### src/include/sfpc_pkg.sv
package sfpc_pkg;
    localparam int ADDR_W = 18;
    localparam int DATA_W = 8;
    localparam int OFFS_W = 8;
    localparam int SECT_W = 10;
    localparam int CLK_NS = 10;
    // Pulse timing (ns) and derived cycle counts
    localparam int STROBE_LOW_NS = 100;
    localparam int STROBE_LOW_CYC = (STROBE_LOW_NS + CLK_NS - 1) / CLK_NS;
    localparam int SETUP_NS = 30;
    localparam int SETUP_CYC = (SETUP_NS + CLK_NS - 1) / CLK_NS;
    localparam int READ_NS = 150;
    localparam int READ_CYC = (READ_NS + CLK_NS - 1) / CLK_NS;
    localparam int GAP_NS = 50;
    localparam int GAP_CYC = (GAP_NS + CLK_NS - 1) / CLK_NS;
    // Longest gap between loads: round down
    localparam int LOAD_WINDOW_US = 150;
    localparam int LOAD_WINDOW_CYC = LOAD_WINDOW_US * 1000 / CLK_NS;
    localparam int PROG_CYCLE_MS = 10;
    localparam int PROG_CYCLE_CYC = PROG_CYCLE_MS * 100000;
    localparam int POWER_UP_MS = 5;
    localparam int POWER_UP_CYC = POWER_UP_MS * 100000;
    localparam int CNT_W = 24;
    localparam logic [ADDR_W-1:0] LOW_LOCK_ADDR = 18'h00002;
    localparam logic [ADDR_W-1:0] HIGH_LOCK_ADDR = 18'h3fff2;
    localparam logic [DATA_W-1:0] LOCK_OPEN_VAL = 8'hfe;
    localparam logic [DATA_W-1:0] LOCK_SET_VAL = 8'hff;
    localparam int POLL_BIT = 7;
    localparam int TOGGLE_BIT = 6;

    typedef enum logic [1:0] {SFPC_OP_READ, SFPC_OP_LOAD, SFPC_OP_POLL} sfpc_op_t;

    typedef struct packed {
        sfpc_op_t op;
        logic [ADDR_W-1:0] addr;
        logic [DATA_W-1:0] data;
        logic last;
    } sfpc_req_t;

    typedef struct packed {
        logic chip_select_n;
        logic output_drive_n;
        logic store_strobe_n;
        logic [ADDR_W-1:0] addr;
    } sfpc_pins_t;
endpackage

### src/verilog/sfpc_host.sv
`timescale 1ns/1ps
// ============================================================
// Host controller for a sector-program flash
// ============================================================
module sfpc_host
    import sfpc_pkg::*;
#(
    parameter int PROG_CYCLES = sfpc_pkg::PROG_CYCLE_CYC,
    parameter int POWER_CYCLES = sfpc_pkg::POWER_UP_CYC,
    parameter int WINDOW_CYCLES = sfpc_pkg::LOAD_WINDOW_CYC
) (
    input wire logic clk,
    input wire logic reset_n,
    input wire sfpc_pkg::sfpc_req_t req,
    input wire logic req_valid,
    output logic req_ready,
    output logic [sfpc_pkg::DATA_W-1:0] rsp_data,
    output logic rsp_valid,
    output logic done_pulse,
    output logic busy,
    output sfpc_pkg::sfpc_pins_t pins,
    input wire logic [sfpc_pkg::DATA_W-1:0] data_in,
    output logic [sfpc_pkg::DATA_W-1:0] data_out,
    output logic data_oe
);
    import sfpc_pkg::*;

    typedef enum {S_POWER, S_IDLE, S_SETUP, S_STROBE, S_HOLD, S_RSETUP, S_RSAMPLE,
                  S_GAP, S_PROG, S_PREAD, S_PSAMPLE} sfpc_state_t;

    sfpc_state_t state_q;
    sfpc_req_t cur_q;
    logic [CNT_W-1:0] cnt_q;
    logic [CNT_W-1:0] win_q;
    logic [CNT_W-1:0] prog_q;
    logic in_window_q;
    logic [DATA_W-1:0] sync1_q;
    logic [DATA_W-1:0] sync2_q;
    logic [DATA_W-1:0] last_data_q;
    logic [ADDR_W-1:0] last_addr_q;
    logic prev_tog_q;

    // ============================================================
    // Pin synchroniser
    // ============================================================
    always_ff @(posedge clk or negedge reset_n) begin
        if (!reset_n) begin
            sync1_q <= '0;
            sync2_q <= '0;
        end else begin
            sync1_q <= data_in;
            sync2_q <= sync1_q;
        end
    end

    // ============================================================
    // Sequencer
    // ============================================================
    // Final byte of a sector parks the port until the device starts programming
    assign req_ready = ((state_q == S_IDLE) || (state_q == S_GAP && cnt_q == '0)) &&
                       !(in_window_q && (win_q == '0 || cur_q.last));
    assign busy = (state_q == S_PROG) || (state_q == S_PREAD) || (state_q == S_PSAMPLE);

    always_ff @(posedge clk or negedge reset_n) begin
        if (!reset_n) begin
            state_q <= S_POWER;
            cur_q <= '0;
            cnt_q <= '0;
            win_q <= '0;
            prog_q <= '0;
            in_window_q <= 1'b0;
            last_data_q <= '0;
            last_addr_q <= '0;
            prev_tog_q <= 1'b0;
            rsp_data <= '0;
            rsp_valid <= 1'b0;
            done_pulse <= 1'b0;
            pins <= '{chip_select_n: 1'b1, output_drive_n: 1'b1, store_strobe_n: 1'b1,
                      addr: '0};
            data_out <= '0;
            data_oe <= 1'b0;
        end else begin
            rsp_valid <= 1'b0;
            done_pulse <= 1'b0;
            if (cnt_q != '0) cnt_q <= cnt_q - 1'b1;
            // Window timer: programming is assumed started once it runs out
            if (in_window_q && state_q != S_SETUP && state_q != S_STROBE) begin
                if (win_q != '0) win_q <= win_q - 1'b1;
            end
            case (state_q)
                S_POWER: begin
                    // Device ignores writes until its power-up delay elapses
                    if (cnt_q == '0 && prog_q == '0) prog_q <= CNT_W'(POWER_CYCLES);
                    else if (prog_q == CNT_W'(1)) begin
                        prog_q <= '0;
                        state_q <= S_IDLE;
                    end else prog_q <= prog_q - 1'b1;
                end
                S_IDLE, S_GAP: begin
                    if (in_window_q && win_q == '0) begin
                        // Window closed by timeout: device now programs
                        in_window_q <= 1'b0;
                        prog_q <= CNT_W'(PROG_CYCLES);
                        state_q <= S_PROG;
                    end else if (req_valid && req_ready) begin
                        cur_q <= req;
                        pins.addr <= req.addr;
                        cnt_q <= CNT_W'(SETUP_CYC);
                        if (req.op == SFPC_OP_LOAD) begin
                            data_out <= req.data;
                            data_oe <= 1'b1;
                            pins.output_drive_n <= 1'b1;
                            pins.chip_select_n <= 1'b0;
                            state_q <= S_SETUP;
                        end else begin
                            data_oe <= 1'b0;
                            pins.chip_select_n <= 1'b0;
                            pins.output_drive_n <= 1'b0;
                            pins.store_strobe_n <= 1'b1;
                            cnt_q <= CNT_W'(READ_CYC);
                            state_q <= S_RSETUP;
                        end
                    end else if (state_q == S_GAP && cnt_q == '0) state_q <= S_IDLE;
                end
                S_SETUP: if (cnt_q == '0) begin
                    // Store falls last, so it latches the stable address
                    pins.store_strobe_n <= 1'b0;
                    cnt_q <= CNT_W'(STROBE_LOW_CYC);
                    state_q <= S_STROBE;
                end
                S_STROBE: if (cnt_q == '0) begin
                    // Store rises first; data still driven past it
                    pins.store_strobe_n <= 1'b1;
                    last_data_q <= cur_q.data;
                    last_addr_q <= cur_q.addr;
                    win_q <= CNT_W'(WINDOW_CYCLES);
                    in_window_q <= 1'b1;
                    cnt_q <= CNT_W'(GAP_CYC);
                    state_q <= S_HOLD;
                end
                S_HOLD: if (cnt_q == '0) begin
                    pins.chip_select_n <= 1'b1;
                    data_oe <= 1'b0;
                    cnt_q <= CNT_W'(GAP_CYC);
                    rsp_valid <= 1'b1;
                    rsp_data <= cur_q.data;
                    state_q <= S_GAP;
                end
                S_RSETUP: if (cnt_q == '0) begin
                    state_q <= S_RSAMPLE;
                    cnt_q <= CNT_W'(2);
                end
                S_RSAMPLE: if (cnt_q == '0) begin
                    rsp_data <= sync2_q;
                    rsp_valid <= 1'b1;
                    pins.chip_select_n <= 1'b1;
                    pins.output_drive_n <= 1'b1;
                    cnt_q <= CNT_W'(GAP_CYC);
                    state_q <= S_GAP;
                end
                S_PROG: begin
                    // Bus is free here; poll the last loaded location
                    if (prog_q != '0) prog_q <= prog_q - 1'b1;
                    if (cnt_q == '0) begin
                        pins.addr <= last_addr_q;
                        pins.chip_select_n <= 1'b0;
                        pins.output_drive_n <= 1'b0;
                        cnt_q <= CNT_W'(READ_CYC);
                        state_q <= S_PREAD;
                    end
                end
                S_PREAD: begin
                    if (prog_q != '0) prog_q <= prog_q - 1'b1;
                    if (cnt_q == '0) begin
                        cnt_q <= CNT_W'(2);
                        state_q <= S_PSAMPLE;
                    end
                end
                S_PSAMPLE: begin
                    if (prog_q != '0) prog_q <= prog_q - 1'b1;
                    if (cnt_q == '0) begin
                        pins.chip_select_n <= 1'b1;
                        pins.output_drive_n <= 1'b1;
                        prev_tog_q <= sync2_q[TOGGLE_BIT];
                        // Done when true data is back and toggling stopped, or when prog_q runs out
                        if ((sync2_q[POLL_BIT] == last_data_q[POLL_BIT] &&
                             sync2_q[TOGGLE_BIT] == prev_tog_q) || prog_q == '0) begin
                            done_pulse <= 1'b1;
                            prog_q <= '0;
                            cnt_q <= CNT_W'(GAP_CYC);
                            state_q <= S_GAP;
                        end else begin
                            cnt_q <= CNT_W'(GAP_CYC);
                            state_q <= S_PROG;
                        end
                    end
                end
                default: state_q <= S_IDLE;
            endcase
        end
    end

    // ============================================================
    // Checks
    // ============================================================
    property p_read_float;
        @(posedge clk) disable iff (!reset_n)
        (!pins.output_drive_n && !pins.chip_select_n) |-> (!data_oe && pins.store_strobe_n);
    endproperty
    a_read_float: assert property (p_read_float) else $error("Data driven during read");

    property p_load_cond;
        @(posedge clk) disable iff (!reset_n)
        $fell(pins.store_strobe_n) |-> (!pins.chip_select_n && pins.output_drive_n && data_oe);
    endproperty
    a_load_cond: assert property (p_load_cond) else $error("Bad load strobe");

    property p_addr_stable;
        @(posedge clk) disable iff (!reset_n)
        !pins.store_strobe_n |-> $stable(pins.addr);
    endproperty
    a_addr_stable: assert property (p_addr_stable) else $error("Address moved in strobe");

    property p_data_hold;
        @(posedge clk) disable iff (!reset_n)
        $rose(pins.store_strobe_n) |-> data_oe ##1 data_oe;
    endproperty
    a_data_hold: assert property (p_data_hold) else $error("Data not held");

    property p_window;
        @(posedge clk) disable iff (!reset_n)
        (in_window_q && state_q == S_IDLE && win_q == '0) |=> (state_q == S_PROG);
    endproperty
    a_window: assert property (p_window) else $error("Window expiry missed");

    property p_no_load_busy;
        @(posedge clk) disable iff (!reset_n)
        busy |-> pins.store_strobe_n;
    endproperty
    a_no_load_busy: assert property (p_no_load_busy) else $error("Load while busy");

    property p_power;
        @(posedge clk) disable iff (!reset_n)
        (state_q == S_POWER) |-> pins.store_strobe_n;
    endproperty
    a_power: assert property (p_power) else $error("Write before power delay");

    property p_strobe_len;
        @(posedge clk) disable iff (!reset_n)
        $fell(pins.store_strobe_n) |-> !pins.store_strobe_n [*8];
    endproperty
    a_strobe_len: assert property (p_strobe_len) else $error("Strobe too short");
endmodule

### config.mk
export PLATFORM = sky130hd
export DESIGN_NAME = sfpc_host
export DESIGN_NICKNAME = d
export VERILOG_FILES = /design/src/include/sfpc_pkg.sv /design/src/verilog/sfpc_host.sv
export SDC_FILE = /design/constraint.sdc
export NUM_CORES = 1
export LEC_CHECK = 0
export ABC_CLOCK_PERIOD_IN_PS = 3310
export CORE_UTILIZATION = 64
export DETAILED_ROUTE_END_ITERATION = 10
export DONT_BUFFER_PORTS = 1
export PLACE_DENSITY = 0.86
export SLEW_MARGIN = 10
export SYNTH_ARGS = -nofsm -noshare
export SYNTH_HDL_FRONTEND = slang
export SYNTH_SLANG_ARGS = --single-unit
### constraint.sdc
create_clock -name clk -period 3.31 [get_ports clk]
set_input_delay 0.662 -clock clk [delete_from_list [all_inputs] [get_ports clk]]
set_output_delay 0.662 -clock clk [all_outputs]
set_load 0.05 [all_outputs]
==> impl_results.md, run 1 <==
- Status: complete, but fails checks
- Failing checks: negative hold slack, negative setup slack
- First-pass DRT Iterations: 5
- DR vias: 6,683
- Final Instance Area: between 9000 and 10,000 um^2
- Die width: 119 um
- Routed Antenna Nets: 0
- Clock Latency Late Sink: between 0.4 and 0.5 ns
- Final worst-path cycle share: 1.01
- Crit start category: flip-flop
- Area after DPL: between 9000 and 10,000 um^2
- GR Util All Layers: 0.301
- Final Max Tran Viols: 0
- Die Footprint: 14,100 um^2
- Total CTS buffers: 17
- Reg-to-reg setup timing slack: around 0.16 ns
- Via-per-instance ratio: between 6 and 7
- Ports: 82
- Iteration-0 DRC Markers: 640
- RSZ-0062 raised after global routing: true
- Clk sinks: 180
- Critical Path Sink Type: primary output
- Worst R2R End: pins[18]$_DFFE_PN1P_
- CTS tree: yes
- Synth cell types: 70
- Minimum clock period: between 3 and 4 ns
- Placeable core area: ~13,000 um^2
- Yosys top cell area share: 0.507
- Worst min path class: input port to async pin
- CTS root buf: clkbuf_16
- Crit path capture: req_ready
- PortBufs: 0
- Yosys warning count: 0
- Die Ht: approximately 120 um
- Setup tns final: -0.0390 ns
- Clock-pin slew on the worst setup and hold paths: 0.08 ns
- Share of layout cells above drive strength 1: 0.168
- Row count: 42
- GRT overflow: 0
- Lkg Pwr: about 4.3 nW
- CTS H-tree lvls: 4
- Starting Density: 0.657
- Worst slew pin tran: ~0.61 ns
- Synthesized Nets: about 920
- Biggest area consumer among synthesized cells: dfrtp_1
- Crit-path max FO: 2
- Fin. Hold Viols: around 180
- Post-Route Skew: between 0.01 and 0.015 ns
- Max Cap Viol: 0
- Initial antenna violation count: 1
- Critical Path Start: cnt_q[0]$_DFF_PN0_
- # setup viols final: 1
- Synth-to-Final Area Change: 11.5%
- DRC: 0
- Mapped Cells: 870
- Wire per inst: about 18 um
- Slew HR: 0.593
- CP arrival: roughly 2.7 ns
- Largest net degree at the start of global routing: ~180
- Drt total wl: roughly 20,000 um
- Synth Register Bits: between 150 and 200
- Post-synth EDFFs: 0
- Post-synthesis sequential area ratio: 0.516
- Average size of a mapped cell: ~10 um^2
- Largest cells by area after synthesis: dfrtp_1 (51%), nand2_1 (6.3%), mux2_2 (5.3%)
- Vias in the first global route: around 6,800
- Final Worst Setup Slack: -0.0390 ns
- Max VDD drop: 593 uV
- Mapped Area: ~8700 um^2
- Post-DP HPWL: 12,700 um
- Ys async rst share: 1.00
- Nets: ~940
- Peak Freq: about 300 MHz
- Fillers: 833
- Critical Path RT: ~2.7 ns
- Power per Cell Area: between 1000 and 1500 nW/um^2
- Most used flip-flop cell after synthesis: dfrtp_1
- Worst r2r path cells: 11
- Fin Hold WS: -0.0974 ns
- Wire length of the first global-routing pass: approximately 33,000 um
- Final GP Congestion: 0.893
- Longest Clk Path Bufs: 2
- Worst R2R Start: cnt_q[0]$_DFF_PN0_
- Kind of critical path: flip-flop to primary output
-- area by class of cell --
type | instances | area (um^2) | share of cell area
inverters | 13 | 48.8 | 0.00501
diodes | 1 | 2.50 | 0.000257
repair buffers | 39 | 334 | 0.0343
clock buffers | 17 | 425 | 0.0437
flip-flops and latches | 180 | 4510 | 0.463
well taps | 176 | 220 | 0.0226
clock inverters | 15 | 181 | 0.0186
multi-input cells | 640 | 4020 | 0.412
-- critical path: stages (launching register included) --
cell	delay [ns]
dfrtp_1	0.40
inv_2	0.06
ha_1	0.13
or4b_4	0.46
or4b_4	0.52
o41a_4	0.40
nor2_4	0.13
buf_12	0.15
-- placed cells by master (no fill, tap or decap), drive strengths merged, types with 3 or more instances in the layout --
cell type,n
clkbuf,17
o21a,4
a21oi,25
nand3,14
nor2b,3
o211ai,6
or4b,4
xor2,16
a22oi,4
a21o,6
o21ai,50
a22o,3
or2,9
ha,7
xnor2,30
mux2,41
clkinv,5
or3,11
buf,39
o221ai,3
nor3,36
and2,5
nor4,15
nand4,8
nor2,93
a31oi,4
a311oi,4
inv,21
nand2,147
mux2i,29
o22ai,5
nand2b,12
dfrtp,177
dfstp,3
o22a,3
or4,14
-- state kept, by name (all words and copies together), names as in the netlist, 18 cells and up --
register     cells
cur_q           27
cnt_q           24
prog_q          24
win_q           24
pins            21
last_addr_q     18
-- metrics by stage --
stage / utilization / power [mW] / setup WS [ns] / hold slack, ns / cells
2_1_floorplan: - / 6.62 / 0.0987 / 0.331 / 870
3_3_place_gp: 0.680 / 7.36 / 0.0910 / 0.332 / 1041
3_5_place_dp: 0.680 / 7.51 / 0.0171 / 0.335 / 1041
4_1_cts: 0.730 / 9.71 / -0.0453 / -0.0956 / 1080
5_1_grt: 0.732 / 10.3 / -0.0984 / -0.0964 / 1081
6_report: 0.732 / 9.80 / -0.0390 / -0.0974 / 1081
-- layer usage --
metal,wire length [um],track usage
met5,0,0
met4,495,0.129
met3,1420,0.0806
met2,9870,0.488
met1,8120,0.380
-- Yosys cell counts (5+ instances only) --
cell type / count
xor2_1: 16
o21ai_0: 39
buf_2: 7
xnor2_1: 30
a21oi_1: 23
nand2b_1: 12
dfrtp_1: 177
buf_1: 5
or3_1: 11
nand3_1: 14
nand2_1: 146
a21o_1: 6
ha_1: 7
and2_1: 5
buf_6: 6
nor2_1: 92
nand4_1: 8
or4_1: 13
o211ai_1: 6
o21ai_1: 7
clkbuf_1: 19
inv_1: 13
mux2_2: 41
nor4_1: 14
o22ai_1: 5
nor3_1: 35
mux2i_1: 29
or2_2: 9
-- power by group --
group	total [mW]	switching (mW)	internal, mW
sequential	4.30	1.35	2.95
combinational	3.47	1.93	1.54
clock	2.03	0.998	1.03
total	9.80	4.29	5.51
-- kinds of logic (layout without fill, tap and decap cells) --
family | Yosys count | after routing | synth area share
adder cells (fa/ha/maj) | 8 | 8 | 0.0112
multiplexers | 70 | 70 | 0.0861
flip-flops | 180 | 180 | 0.516
other | 0 | 1 | 0
XOR/XNOR | 46 | 46 | 0.0461
buffers and inverters | 50 | 84 | 0.0277
AO/OA/AOI/OAI | 140 | 140 | 0.109
AND/OR/NAND/NOR | 376 | 376 | 0.204
-- what timing repair did --
item / in CTS / in global routing
gates resized for setup: 3 / 6
pin swaps: 3 / 1
setup endpoints to repair: 2 / 11
buffers inserted: 7 / 0
endpoints found under the hold margin: 177 / 177
-- how the worst min path moves through the flow --
stage	endpoint	slack, ns	cells after the start
2_1_floorplan	sync2_q[0]$_DFF_PN0_	0.33	0
3_5_place_dp	sync2_q[1]$_DFF_PN0_	0.33	0
4_1_cts	data_out[2]$_DFFE_PN0P_	-0.1	0
3_3_place_gp	sync2_q[1]$_DFF_PN0_	0.33	0
5_1_grt	cnt_q[15]$_DFF_PN0_	-0.1	0
6_report	data_out[2]$_DFFE_PN0P_	-0.1	0
Power figures use the tool's default switching activity.
==> run 2: changes to the inputs <==
--- a/config.mk
+++ b/config.mk
@@ -5,11 +5,11 @@
 export SDC_FILE = /design/constraint.sdc
 export NUM_CORES = 1
 export LEC_CHECK = 0
-export ABC_CLOCK_PERIOD_IN_PS = 3310
-export CORE_UTILIZATION = 64
+export ABC_CLOCK_PERIOD_IN_PS = 3000
+export CORE_UTILIZATION = 58
 export DETAILED_ROUTE_END_ITERATION = 10
 export DONT_BUFFER_PORTS = 1
-export PLACE_DENSITY = 0.86
+export PLACE_DENSITY = 0.82
 export SLEW_MARGIN = 10
 export SYNTH_ARGS = -nofsm -noshare
 export SYNTH_HDL_FRONTEND = slang
==> constraint.sdc (replaced) <==
create_clock -name clk -period 3 [get_ports clk]
set_input_delay 0.6 -clock clk [delete_from_list [all_inputs] [get_ports clk]]
set_output_delay 0.6 -clock clk [all_outputs]
set_load 0.05 [all_outputs]
==> run 2 against run 1 <==
  * The run still ends with negative hold slack, negative setup slack left
  * Clock power increased by 8%
  * First-iteration DRC count down 27%
  * Global-route usage shrank 3.1 points
  * Sequential share of layout area is 1.6 points lower
  * Cell area is 3.7% higher
  * Via count up 1.5%
==> impl_results.md, run 2 (synthesis results as in run 1) <==
- Status: complete, but fails checks
- Failing checks: negative hold slack, negative setup slack
- GRT overflow: 0
- Most common cell after layout, fill and taps aside: dfrtp_1
- Minimum clock period: between 3 and 4 ns
- Clock-pin slew on the worst setup and hold paths: ~0.070 ns
- Peak Freq: 306 MHz
- Area after DPL: 9220 um^2
- Worst R2R End: state_q[0]$_DFFE_PN0P_
- Max Cap Viol: 0
- Die Footprint: around 16,000 um^2
- Power per Cell Area: around 1100 nW/um^2
- Iteration-0 DRC Markers: roughly 470
- Final Instance Area: 10,100 um^2
- Critical Path RT: 2.40 ns
- Dpl cells: 1,065
- Reg with most FFs: cur_q
- Critical Path Sink Type: primary output
- Worst r2r path cells: 10
- Kind of critical path: flip-flop to primary output
- Drt total wl: around 21,000 um
- Share of layout cells above drive strength 1: 0.200
- Max VDD drop: about 720 uV
- Placeable core area: 14,600 um^2
- Crit-path max FO: 2
- GR Util All Layers: 0.269
- Worst min path class: input port to async pin
- Slew HR: 0.637
- # setup viols final: 5
- Nets: between 900 and 1,000
- Starting Density: 0.599
- Final Worst Setup Slack: -0.265 ns
- Longest Clk Path Bufs: 2
- Clock Latency Late Sink: between 0.4 and 0.5 ns
- Row count: 44
- Share of power burned in combinational logic: 0.369
- RSZ-0062 raised after global routing: true
- Synth-to-Final Area Change: 15.6%
- Clk sinks: 180
- Final GP Congestion: approximately 0.9
- Post-Route Skew: approximately 0.011 ns
- Die Ht: ~120 um
- Ports: 82
- CTS root buf: clkbuf_16
- Worst slew pin tran: between 0.5 and 0.6 ns
- Largest net degree at the start of global routing: 181
- Die width: 125 um
- CTS H-tree lvls: 4
- Total CTS buffers: 17
- First-pass DRT Iterations: 5
- Final worst-path cycle share: 1.09
- Reg-to-reg setup timing slack: -0.03 ns
- DRC: 0
- Total power: 11.0 mW
- Worst R2R Start: cnt_q[1]$_DFF_PN0_
- Setup tns final: -0.303 ns
- Vias in the first global route: about 6,700
- PortBufs: 0
- Number of flip-flops in the largest register: 27
- Routed Antenna Nets: 0
- Initial antenna violation count: 0
- Crit path capture: req_ready
- CP arrival: roughly 2.7 ns
- Fin Hold WS: -0.146 ns
- DR vias: ~6,800
- Fin util: 0.692
- Lkg Pwr: roughly 4.5 nW
- Wire length of the first global-routing pass: about 33,000 um
- Via-per-instance ratio: 6.09
- Final Max Tran Viols: 0
- Pre-CTS setup slack: -0.0122 ns
- Sw Pwr: around 4.7 mW
- Wire per inst: about 19 um
- Clock Power Share: 0.200
- Critical Path Start: cnt_q[1]$_DFF_PN0_
- Pint: 6.31 mW
- Crit start category: flip-flop
- Most frequent cells in the layout: dfrtp_1 (177), nand2_1 (144), nor2_1 (91)
- Switch share: 0.428
- Fin. Hold Viols: ~180
- Non-Filler Instances: ~1,100
- N_diodes: 0
- Flop pwr share: 0.432
- CTS tree: yes
- Post-DP HPWL: 13,100 um
[run 2: changes by cell type in the layout (fill, tap and decap cells not counted), moves of 3 or more]
| cell | previous run | this run |
|---|---|---|
| or3_1 | 11 | 8 |
| buf_12 | 3 | 6 |
| buf_4 | 35 | 50 |
| or3_4 | 0 | 3 |
| buf_6 | 1 | 7 |
| clkbuf_1 | 0 | 3 |
| clkinv_8 | 4 | 0 |
[run 2: metal layers]
| layer | track usage | share of wire | up-vias |
|---|---|---|---|
| met3 | 0.0756 | 0.064 | 40 |
| met1 | 0.334 | 0.41 | 3376 |
| met5 | 0 | 0 | - |
| li1 | - | - | 3154 |
| met2 | 0.443 | 0.50 | 216 |
| met4 | 0.111 | 0.022 | 0 |
[run 2: worst max-delay path: stages, from the launching register on]
cell and delay, ns:
dfrtp_1 0.39, inv_2 0.06, ha_1 0.14, or4b_4 0.46, or4b_4 0.51, o41a_4 0.40
nor2_4 0.11, buf_12 0.15
[run 2: power groups by stage]
| stage | logic (mW) | clock network, mW | registers [mW] |
|---|---|---|---|
| after detailed placement | 3.68 | 0 | 4.75 |
| after global placement | 3.55 | 0 | 4.73 |
| after CTS | 3.80 | 2.23 | 4.75 |
| after global routing | 4.44 | 2.32 | 4.87 |
| final | 4.06 | 2.20 | 4.76 |
| after floorplan | 2.77 | 0 | 4.53 |
[run 2: worst min-delay path by stage]
stage | endpoint | slack (ns) | depth (start not counted)
2_1_floorplan | cnt_q[0]$_DFF_PN0_ | 0.30 | 0
3_3_place_gp | cnt_q[8]$_DFF_PN0_ | 0.31 | 0
3_5_place_dp | cnt_q[10]$_DFF_PN0_ | 0.31 | 0
4_1_cts | data_out[2]$_DFFE_PN0P_ | -0.16 | 0
5_1_grt | cnt_q[17]$_DFF_PN0_ | -0.16 | 0
6_report | cnt_q[15]$_DFF_PN0_ | -0.15 | 0
[run 2: area by class of cell]
type / instances / area, um^2
fillers: 992 / 4490
well taps: 184 / 230
clock buffers: 20 / 437
flip-flops and latches: 180 / 4510
multi-input cells: 640 / 4110
clock inverters: 12 / 136
inverters: 13 / 48.8
repair buffers: 66 / 629
[run 2: timing repair]
action	4_1_cts	5_1_grt
cloned	0	4
pin swaps	5	4
buffers inserted	4	10
hold endpoints to repair	177	177
setup endpoints to repair	36	57
resized for setup	7	25
